### src/common/hrw_pkg.sv
//------------------------------------------------------------
// hibernation rtc wake controller package
//------------------------------------------------------------
// What this block does
// - only control writes and register reads work until software sets the module enable bit.
// - clock source is raw 32.768 kHz tick or crystal tick divided by 128.
// - a 32-bit real-time counter is kept.
// - counter started and stopped by separate enable and disable writes.
// - counter value is readable and loadable by software.
// - two readable writable match values, each raising a counter event.
// - readable writable trim fine-tunes the counter advance rate.
// - 64 retained 32-bit words, readable and writable.
// - wake on pin, on match, or both; configuration reads back.
// - after power removal, a configured wake restores processor power.
// - low battery is detected and reported to the processor.
// - optional abort of hibernation request on low battery, readable.
// - a software hibernation request starts the power removal sequence.
// - active state survives power loss and reads after power-on reset.
// - latched interrupt flags stay readable after wake.
// - each source has its own enable and disable; status readable.
// - four sources: wake pin, low battery, match zero, match one.
// - status reads raw or masked by enables.
// - flags stay set until software clears them.
package hrw_pkg;
    // register word addresses
    localparam logic [7:0] ADDR_CTRL     = 8'h00;
    localparam logic [7:0] ADDR_RTC_ON   = 8'h01;
    localparam logic [7:0] ADDR_RTC_OFF  = 8'h02;
    localparam logic [7:0] ADDR_RTC_LOAD = 8'h03;
    localparam logic [7:0] ADDR_MATCH0   = 8'h04;
    localparam logic [7:0] ADDR_MATCH1   = 8'h05;
    localparam logic [7:0] ADDR_TRIM     = 8'h06;
    localparam logic [7:0] ADDR_INT_EN   = 8'h07;
    localparam logic [7:0] ADDR_INT_DIS  = 8'h08;
    localparam logic [7:0] ADDR_RAW      = 8'h09;
    localparam logic [7:0] ADDR_MASKED   = 8'h0a;
    localparam logic [7:0] ADDR_INT_CLR  = 8'h0b;
    localparam logic [7:0] ADDR_REQUEST  = 8'h0c;
    localparam logic [7:0] ADDR_STATUS   = 8'h0d;
    localparam logic [7:0] ADDR_MEM_BASE = 8'h40;
    // control register fields
    localparam int CTRL_ENABLE   = 0;
    localparam int CTRL_CLK_DIV  = 1;
    localparam int CTRL_WAKE_PIN = 2;
    localparam int CTRL_WAKE_RTC = 3;
    localparam int CTRL_BAT_ABRT = 4;
    localparam int CTRL_W        = 5;
    // interrupt bit positions
    localparam int IRQ_PIN_WAKE  = 0;
    localparam int IRQ_BAT_LOW   = 1;
    localparam int IRQ_MATCH0    = 2;
    localparam int IRQ_MATCH1    = 3;
    localparam int IRQ_W         = 4;
    // reset values and timing
    localparam logic [15:0] TRIM_RESET  = 16'h7fff;
    localparam logic [6:0]  XTAL_DIV_M1 = 7'h7f;   // divide by 128
    localparam logic [4:0]  CTRL_RESET  = 5'h00;
endpackage

### src/rtl/hrw_top.sv
`timescale 1ns/10ps
module hrw_top (
    // clock and reset
    input  wire logic        sys_clk,
    input  wire logic        rst_n,
    // register port
    input  wire logic [7:0]  reg_addr,
    input  wire logic [31:0] reg_wdata,
    input  wire logic        reg_wr,
    input  wire logic        reg_rd,
    output logic      [31:0] reg_rdata,
    // external pins and sense inputs
    input  wire logic        osc_tick,
    input  wire logic        xtal_tick,
    input  wire logic        wake_pin,
    input  wire logic        battery_low,
    // power control and interrupt
    output logic             proc_power_on,
    output logic             battery_low_irq,
    output logic             irq
);
    //------------------------------------------------------------
    // state
    //------------------------------------------------------------
    typedef enum logic [1:0] {
        PWR_ON   = 2'b00,
        PWR_DOWN = 2'b01,
        PWR_OFF  = 2'b10
    } hrw_pwr_type;

    typedef struct packed {
        logic [4:0]  ctrl;
        logic        rtc_run;
        logic [31:0] rtc;
        logic [31:0] match0;
        logic [31:0] match1;
        logic [15:0] trim;
        logic [15:0] sub;
        logic [6:0]  div;
        logic [3:0]  irq_en;
        logic [3:0]  irq_raw;
        hrw_pwr_type pwr;
        logic [2:0]  osc_s;
        logic [2:0]  xtal_s;
        logic [1:0]  wake_s;
        logic [1:0]  bat_s;
        logic        wake_prev;
        logic        bat_prev;
        logic [31:0] rdata;
        logic        irq;
        logic        pwr_on;
    } hrw_state_type;

    hrw_state_type s_q;
    hrw_state_type s_d;

    // retained storage, no reset so contents survive
    logic [31:0] mem_q [0:63];

    function automatic logic hit(input logic [7:0] a,
                                 input logic [7:0] b);
        hit = (a == b);
    endfunction

    //------------------------------------------------------------
    // next-state logic
    //------------------------------------------------------------
    logic        en;
    logic        tick;
    logic        adv;
    logic [16:0] acc;
    logic [3:0]  ev;
    logic [31:0] rtc_nx;
    logic        wr_mem;
    logic [3:0]  masked;

    always_comb begin
        s_d    = s_q;
        en     = s_q.ctrl[hrw_pkg::CTRL_ENABLE];
        ev     = 4'h0;
        adv    = 1'b0;
        acc    = 17'h00000;
        rtc_nx = s_q.rtc;
        wr_mem = reg_wr && (reg_addr[7:6] == 2'b01);
        // synchronisers, third stage only for edge detect
        s_d.osc_s  = {s_q.osc_s[1:0], osc_tick};
        s_d.xtal_s = {s_q.xtal_s[1:0], xtal_tick};
        s_d.wake_s = {s_q.wake_s[0], wake_pin};
        s_d.bat_s  = {s_q.bat_s[0], battery_low};
        s_d.wake_prev = s_q.wake_s[1];
        s_d.bat_prev  = s_q.bat_s[1];
        // clock source select
        tick = 1'b0;
        if (s_q.ctrl[hrw_pkg::CTRL_CLK_DIV]) begin
            if (s_q.xtal_s[1] && !s_q.xtal_s[2]) begin
                s_d.div = s_q.div + 7'h01;
                tick = (s_q.div == hrw_pkg::XTAL_DIV_M1);
            end
        end else begin
            tick = s_q.osc_s[1] && !s_q.osc_s[2];
        end
        // trim: fractional accumulator, (trim+1)/0x8000 per tick for trim up to 0x7fff, one per tick above
        if (en && s_q.rtc_run && tick) begin
            acc   = {1'b0, s_q.sub} + {1'b0, s_q.trim} + 17'h00001;
            adv   = acc[16] | acc[15];
            s_d.sub = {1'b0, acc[14:0]};
            if (acc[16] && acc[15]) begin
                rtc_nx = s_q.rtc + 32'h00000002;
            end else if (adv) begin
                rtc_nx = s_q.rtc + 32'h00000001;
            end
        end
        s_d.rtc = rtc_nx;
        // match events on counter change
        if (adv && rtc_nx == s_q.match0) begin
            ev[hrw_pkg::IRQ_MATCH0] = 1'b1;
        end
        if (adv && rtc_nx == s_q.match1) begin
            ev[hrw_pkg::IRQ_MATCH1] = 1'b1;
        end
        if (en && s_q.wake_s[1] && !s_q.wake_prev) begin
            ev[hrw_pkg::IRQ_PIN_WAKE] = 1'b1;
        end
        if (en && s_q.bat_s[1] && !s_q.bat_prev) begin
            ev[hrw_pkg::IRQ_BAT_LOW] = 1'b1;
        end
        // register writes
        s_d.rdata = 32'h00000000;
        if (reg_wr) begin
            if (hit(reg_addr, hrw_pkg::ADDR_CTRL)) begin
                s_d.ctrl = reg_wdata[hrw_pkg::CTRL_W-1:0];
            end
            if (en) begin
                if (hit(reg_addr, hrw_pkg::ADDR_RTC_ON)) begin
                    s_d.rtc_run = 1'b1;
                end
                if (hit(reg_addr, hrw_pkg::ADDR_RTC_OFF)) begin
                    s_d.rtc_run = 1'b0;
                end
                if (hit(reg_addr, hrw_pkg::ADDR_RTC_LOAD)) begin
                    s_d.rtc = reg_wdata;
                    s_d.sub = 16'h0000;
                end
                if (hit(reg_addr, hrw_pkg::ADDR_MATCH0)) begin
                    s_d.match0 = reg_wdata;
                end
                if (hit(reg_addr, hrw_pkg::ADDR_MATCH1)) begin
                    s_d.match1 = reg_wdata;
                end
                if (hit(reg_addr, hrw_pkg::ADDR_TRIM)) begin
                    s_d.trim = reg_wdata[15:0];
                end
                if (hit(reg_addr, hrw_pkg::ADDR_INT_EN)) begin
                    s_d.irq_en = s_q.irq_en | reg_wdata[3:0];
                end
                if (hit(reg_addr, hrw_pkg::ADDR_INT_DIS)) begin
                    s_d.irq_en = s_q.irq_en & ~reg_wdata[3:0];
                end
                if (hit(reg_addr, hrw_pkg::ADDR_REQUEST)
                    && s_q.pwr == PWR_ON) begin
                    if (!(s_q.ctrl[hrw_pkg::CTRL_BAT_ABRT]
                          && s_q.bat_s[1])) begin
                        s_d.pwr = PWR_DOWN;
                    end
                end
            end
        end
        // flags: set beats clear
        s_d.irq_raw = s_q.irq_raw;
        if (reg_wr && en && hit(reg_addr, hrw_pkg::ADDR_INT_CLR)) begin
            s_d.irq_raw = s_q.irq_raw & ~reg_wdata[3:0];
        end
        s_d.irq_raw = s_d.irq_raw | ev;
        // power sequence
        unique case (s_q.pwr)
            PWR_ON: begin
            end
            PWR_DOWN: begin
                s_d.pwr = PWR_OFF;
            end
            PWR_OFF: begin
                if ((s_q.ctrl[hrw_pkg::CTRL_WAKE_PIN]
                     && ev[hrw_pkg::IRQ_PIN_WAKE])
                    || (s_q.ctrl[hrw_pkg::CTRL_WAKE_RTC]
                        && |ev[hrw_pkg::IRQ_MATCH1:hrw_pkg::IRQ_MATCH0]))
                begin
                    s_d.pwr = PWR_ON;
                end
            end
            default: begin
                s_d.pwr = PWR_ON;
            end
        endcase
        if (!en) begin
            s_d.pwr = PWR_ON;
        end
        // register reads
        masked = s_q.irq_raw & s_q.irq_en;
        if (reg_rd) begin
            if (reg_addr[7:6] == 2'b01) begin
                s_d.rdata = mem_q[reg_addr[5:0]];
            end else if (hit(reg_addr, hrw_pkg::ADDR_CTRL)) begin
                s_d.rdata = {27'h0000000, s_q.ctrl};
            end else if (hit(reg_addr, hrw_pkg::ADDR_RTC_LOAD)) begin
                s_d.rdata = s_q.rtc;
            end else if (hit(reg_addr, hrw_pkg::ADDR_MATCH0)) begin
                s_d.rdata = s_q.match0;
            end else if (hit(reg_addr, hrw_pkg::ADDR_MATCH1)) begin
                s_d.rdata = s_q.match1;
            end else if (hit(reg_addr, hrw_pkg::ADDR_TRIM)) begin
                s_d.rdata = {16'h0000, s_q.trim};
            end else if (hit(reg_addr, hrw_pkg::ADDR_INT_EN)) begin
                s_d.rdata = {28'h0000000, s_q.irq_en};
            end else if (hit(reg_addr, hrw_pkg::ADDR_RAW)) begin
                s_d.rdata = {28'h0000000, s_q.irq_raw};
            end else if (hit(reg_addr, hrw_pkg::ADDR_MASKED)) begin
                s_d.rdata = {28'h0000000, masked};
            end else if (hit(reg_addr, hrw_pkg::ADDR_STATUS)) begin
                s_d.rdata = {28'h0000000, s_q.bat_s[1], s_q.rtc_run,
                             s_q.pwr};
            end
        end
        s_d.irq = |(s_d.irq_raw & s_d.irq_en);
        // power output registered so the pin comes from a flop
        s_d.pwr_on = (s_d.pwr == PWR_ON);
    end

    //------------------------------------------------------------
    // registers
    //------------------------------------------------------------
    always_ff @(posedge sys_clk or negedge rst_n) begin
        if (!rst_n) begin
            s_q        <= '0;
            s_q.ctrl   <= hrw_pkg::CTRL_RESET;
            s_q.trim   <= hrw_pkg::TRIM_RESET;
            s_q.pwr    <= PWR_ON;
            s_q.pwr_on <= 1'b1;
        end else begin
            s_q <= s_d;
        end
    end

    // retained memory write port
    always_ff @(posedge sys_clk) begin
        if (wr_mem && en) begin
            mem_q[reg_addr[5:0]] <= reg_wdata;
        end
    end

    //------------------------------------------------------------
    // outputs
    //------------------------------------------------------------
    assign reg_rdata       = s_q.rdata;
    assign proc_power_on   = s_q.pwr_on;
    assign battery_low_irq = s_q.irq_raw[hrw_pkg::IRQ_BAT_LOW];
    assign irq             = s_q.irq;
endmodule

### config.mk
export PLATFORM = sky130hd
export DESIGN_NAME = hrw_top
export DESIGN_NICKNAME = d
export VERILOG_FILES = /design/src/common/hrw_pkg.sv /design/src/rtl/hrw_top.sv
export SDC_FILE = /design/constraint.sdc
export NUM_CORES = 2
export LEC_CHECK = 0
export BUFFER_PORTS_ARGS = -buffer_cell sky130_fd_sc_hd__buf_4
export CAP_MARGIN = 10
export CORE_MARGIN = 2
export CORE_UTILIZATION = 55
export DETAILED_ROUTE_END_ITERATION = 8
export PLACE_DENSITY = 0.74
export SETUP_SLACK_MARGIN = 0.15
export SYNTH_ARGS = -nofsm -noshare
export SYNTH_HDL_FRONTEND = slang
export SYNTH_SLANG_ARGS = --single-unit
### constraint.sdc
create_clock -name sys_clk -period 4.22 [get_ports sys_clk]
set_input_delay 0.844 -clock sys_clk [delete_from_list [all_inputs] [get_ports sys_clk]]
set_output_delay 0.844 -clock sys_clk [all_outputs]
set_load 0.005 [all_outputs]
== Word level (Yosys, flattened, before mapping) ==
Memories as Yosys holds them, arrays and structs flattened.
Index checks and enable logic that the tools add are counted.

* Add/sub/neg operators: 5
* Multipliers: 0
* Div/mod/pow operators: 0
* Order comparisons: 0
* Eq/ne operators: 19
* Shifts and indexed selects: 0
* Mux-type cells: 44
* Bitwise gates (word level): 8
* Reductions and logical operators: 36

{| class="wikitable"
|+ Operators by type and width
! kind !! number
|-
| two-way mux 32 bit || 12
|-
| two-way mux 128 bit || 2
|-
| equality test 32 bit || 2
|-
| two-way mux 16 bit || 4
|-
| equality test 8 x 4 -> 1 bit, second input constant || 6
|-
| two-way mux 4 bit || 9
|-
| adder 32 x 1 -> 32 bit, second input constant || 1
|-
| adder 32 x 2 -> 32 bit, second input constant || 1
|-
| equality test 8 x 3 -> 1 bit, second input constant || 4
|-
| logical AND 1 bit || 19
|-
| adder 16 x 16 -> 17 bit || 1
|-
| adder 17 x 1 -> 17 bit, second input constant || 1
|-
| bitwise AND 4 bit || 4
|-
| equality test 8 x 2 -> 1 bit, second input constant || 2
|-
| AND reduction 3 bit || 4
|-
| two-way mux 1 bit || 11
|-
| two-way mux 2 bit || 5
|-
| equality test 8 x 1 -> 1 bit, second input constant || 1
|-
| logical NOT 8 bit || 1
|-
| bitwise OR 4 bit || 2
|-
| adder 7 x 1 -> 7 bit, second input constant || 1
|-
| equality test 7 bit, second input constant || 1
|-
| case mux 2 bit (3 select lines) || 1
|-
| equality test 2 x 1 -> 1 bit, second input constant || 2
|-
| 10 further kinds || 15
|}

* Register bits: 197
* Bits in latches: 0
* RAM bits: 2048
* Bits in read-only memories: 0
* Input port bits: 48
* Output and inout bits: 35
* Memories kept: 1

{| class="wikitable"
|+ Memory list
! memory !! words !! width !! read ports !! clocked after Yosys merged registers in !! wr ports !! RTL line !! RTL
|-
| mem_q || 64 || 32 || 1 || 0 || 1 || hrw_top.sv:58 || <nowiki>logic [31:0] mem_q [0:63];</nowiki>
|}

== Logic depth before layout (Yosys ltp) ==
* Word-level depth: 16
* Depth in mapped cells: 19
* Gate-level depth less buffers: 16

== Worst setup path before layout ==
Ideal clock, no wire load.

* Path kind: input to register
* Start point: input reg_addr[0]
* End point: memory mem_q[61][0], enable pin
* Arrival: 4.009 ns
* Setup slack: -0.210 ns
* Stages: 7
* Buffers on the path: 4
* Path through: clkbuf_1 > buf_1 > buf_1 > clkbuf_1 > and2_1 > nand2_1 > nor2_1

{| class="wikitable"
|+ RTL lines
! element !! RTL line !! RTL
|-
| start: declaration || hrw_top.sv:7 || <nowiki>input wire logic [7:0] reg_addr,</nowiki>
|-
| end: declaration || hrw_top.sv:58 ||
|}

No word-level cell before the write port.

==> run summary <==
DRC: 0
Slew @ Worst Pin: 1.06 ns
CTS hold repair buffers: 0
Maxcap violations: 0
Clock transition at path regs: 0.06 ns
CTS Root Cell: clkbuf_16
GPL Wtd Cong: 0.992
Seq/Total Area, Yosys: 72.4%
Yosys top cell area share: 67.0%
Syn_area_per_cell: 20.1 um^2
Top FF cell, synth: edfxtp_1
Clk Latency, worst-skew pair: 0.86 ns
RSZ-0062 raised after global routing: true
Vias in the first global route: 50,900
Longest Clk Path Bufs: 3
Slew HR: 29.2%
CP Class: register to register
CP Capture Type: register
Setup ws final: -0.378 ns
Row Count: 149
Fmax: 0.217 GHz
Post-synth top cells: edfxtp_1, mux4_2, nor2_1
#FFs+latches synth: 2,245
Grt total ovfl: 0
Largest net degree at the start of global routing: 102
Mapped cell area: 91,700 um^2
Post-synth EDFFs: 2,048
CTS sink count: 2,245
Placed Instances: 7,115
Gate count of the mapped netlist: 4,567
Die area: 170,000 um^2
Clock skew: 0.0370 ns
I/O Pins: 83
Place WS: -0.905 ns
CP max stage cell: or4b_4
CP arrival: 5.29 ns
Gr usage total: 31.4%
Failing checks: negative setup slack
Leakage: 35.5 nW
Worst R2R Setup Slack: -0.38 ns
Dpl cell area: 99,500 um^2
First-pass GRT wire length: 375 mm
Max Slew Vio Count: 0
Inserted Clock Buffers: 212
Nets: 5,254
Worst Path Max Fanout: 8
H-tree levels: 4
Core region area: 165,000 um^2
Post-DP HPWL: 161 mm
Ys Warns: 0
WL/cell: 35.0 um
IR drop worst, VDD: 506 uV
Total power divided by cell area: 427 nW/um^2
Final Cell Area: 108,000 um^2
Minimum clock period: 4.60 ns
Hold Vio Cnt, Final: 0
Non-Filler Instances: 7,552
Delay of the slowest critical-path stage: 0.56 ns
Period utilisation layout: 109%
Most area-hungry cell type in the Yosys netlist: edfxtp_1
Pre-Repair DR Iteration Count: 6
Hold Crit Class: primary input to asynchronous set/reset pin
Synth unique cells: 108
Final core utilization: 65.1%
Die Ht: 412 um
CTS tree: yes
Via Count: 50,900
Crit-path cells: inv_2 > ha_4 > fa_2 > nand2b_4 > a21oi_2 > buf_4 > buf_6 > o21a_4 > buf_6 > o21ai_4 > buf_12 > buf_12 > a211oi_4 > o2111ai_2 > xor2_1 > xor2_1 > nand4_1 > nor4_2 > or4b_4 > a21oi_2 > nor3b_1
Initial Utilization: 55.5%
DRT antenna net count: 0
Startpoint types: register
Largest cells by area after synthesis: edfxtp_1, mux4_2, dfrtp_1
Worst Setup SP: s_q[79]
Async set or reset register ratio after synthesis: 8.78%
X dimension of the die: 412 um
Final setup viols: 5
Via density per instance: 6.74
Crit Reg-Reg Startpoint: s_q[79]
DR iter-0 viols: 7,284
Status: finished, violations left
Worst Path Required: 4.92 ns
PortBufs: 82
Syn nets: 4,636
Area growth from synthesis to layout: 17.3%
Share of cells above drive strength 1: 37.1%
Cell with the most instances after synthesis: edfxtp_1
Initial antenna violation count: 18
Tot Pwr: 45.9 mW
Final Routed Wirelength: 264 mm
-- worst max-delay path, delay by kind of cell, from the launching register on --
family                     cells  cell delay, ns
buffers and inverters          6            0.69
xor gates and xnor gates       2            0.50
DFF                            1            0.54
and+or+nand+nor                5            1.20
adders and majority gates      2            0.51
AOI/OAI and AO/OA              6            1.00
-- registers in the layout, indices dropped and copies added (netlist names) --
register,count
battery_low_irq,1
en,1
irq,1
mem_q,2048
proc_power_on,1
reg_rdata,32
s_d,8
s_q,153
-- kinds of logic (layout without fill, tap and decap cells) --
family / after synthesis / count (layout) / share of synthesized area [%]
and+or+nand+nor: 696 / 696 / 3.82
adders and majority gates: 21 / 21 / 0.295
AOI/OAI and AO/OA: 426 / 426 / 3.32
muxes: 761 / 761 / 17.6
xor gates and xnor gates: 101 / 101 / 1.04
buffers and inverters: 317 / 1109 / 1.49
DFF: 2245 / 2245 / 72.4
other: 0 / 4 / 0
-- final cells by class --
class | instances | area (um^2)
Antenna cell | 4 | 10.0
Clock buffer | 263 | 5590
Clock inverter | 125 | 1330
Fill cell | 10600 | 57700
Inverter | 24 | 90.1
Multi-Input combinational cell | 2005 | 25200
Sequential cell | 2245 | 66400
Tap cell | 2189 | 2740
Timing Repair Buffer | 697 | 6270
-- stage by stage --
step	setup TNS (ns)	hold WS, ns
after floorplan	-154.08	0.331
after global placement	-3.71	0.332
after detailed placement	-4.00	0.336
after CTS	-0.704	0.0725
after global routing	-1.94	0.0926
final	-1.39	0.0784
-- final timing paths --
check | endpoint | cells after the start
setup / recovery | s_q[47] | 21
hold / removal | s_q[75] | 1
min in group sys_clk | s_d[44] | 1
max in group asynchronous | s_q[93] | 2
setup reg to reg | s_q[47] | 21
hold reg to reg | s_d[42] | 0
-- power breakdown --
group	internal (mW)	switching, mW	leakage (nW)	total (mW)
Combinational	1.04	1.53	11.3	2.58
Clock	10.7	8.39	3.39	19.1
Sequential	24.3	0.0243	20.8	24.3
-- metal layers --
| layer | vias up | share of wire, % | global-route usage (%) |
|---|---|---|---|
| li1 | 20300 | - | - |
| met1 | 26800 | 37 | 42.9 |
| met2 | 3192 | 49 | 51.1 |
| met3 | 580 | 9.7 | 5.94 |
| met4 | 16 | 4.1 | 11.6 |
| met5 | - | 0.036 | 0 |
-- cells in the final DEF (no fill, tap or decap), types with 15 or more instances in the layout --
| cell type | count |
|---|---|
| buf_12 | 71 |
| nand2b_1 | 23 |
| nand4_1 | 43 |
| mux2_2 | 86 |
| a21oi_2 | 15 |
| xnor2_1 | 47 |
| bufinv_16 | 20 |
| o211ai_1 | 17 |
| clkbuf_16 | 213 |
| mux4_2 | 672 |
| buf_4 | 597 |
| a22o_1 | 16 |
| clkinv_2 | 44 |
| clkbuf_1 | 43 |
| dfstp_2 | 16 |
| a222oi_1 | 16 |
| nand3_1 | 49 |
| inv_1 | 21 |
| dfrtp_1 | 181 |
| ha_1 | 17 |
| a21oi_1 | 112 |
| and3_1 | 18 |
| nor2_4 | 66 |
| clkinv_1 | 39 |
| o21ai_0 | 62 |
| nor3_1 | 37 |
| nor4_1 | 21 |
| xor2_1 | 31 |
| nand2_1 | 178 |
| nor2_1 | 118 |
| buf_6 | 22 |
| edfxtp_1 | 2048 |
-- timing repair --
item,CTS,global route
gates cloned,1,0
endpoints found under the setup margin,5,5
resized for setup,136,18
pin swaps,73,22
buffers inserted,36,8
(Power assumes the default switching activity.)
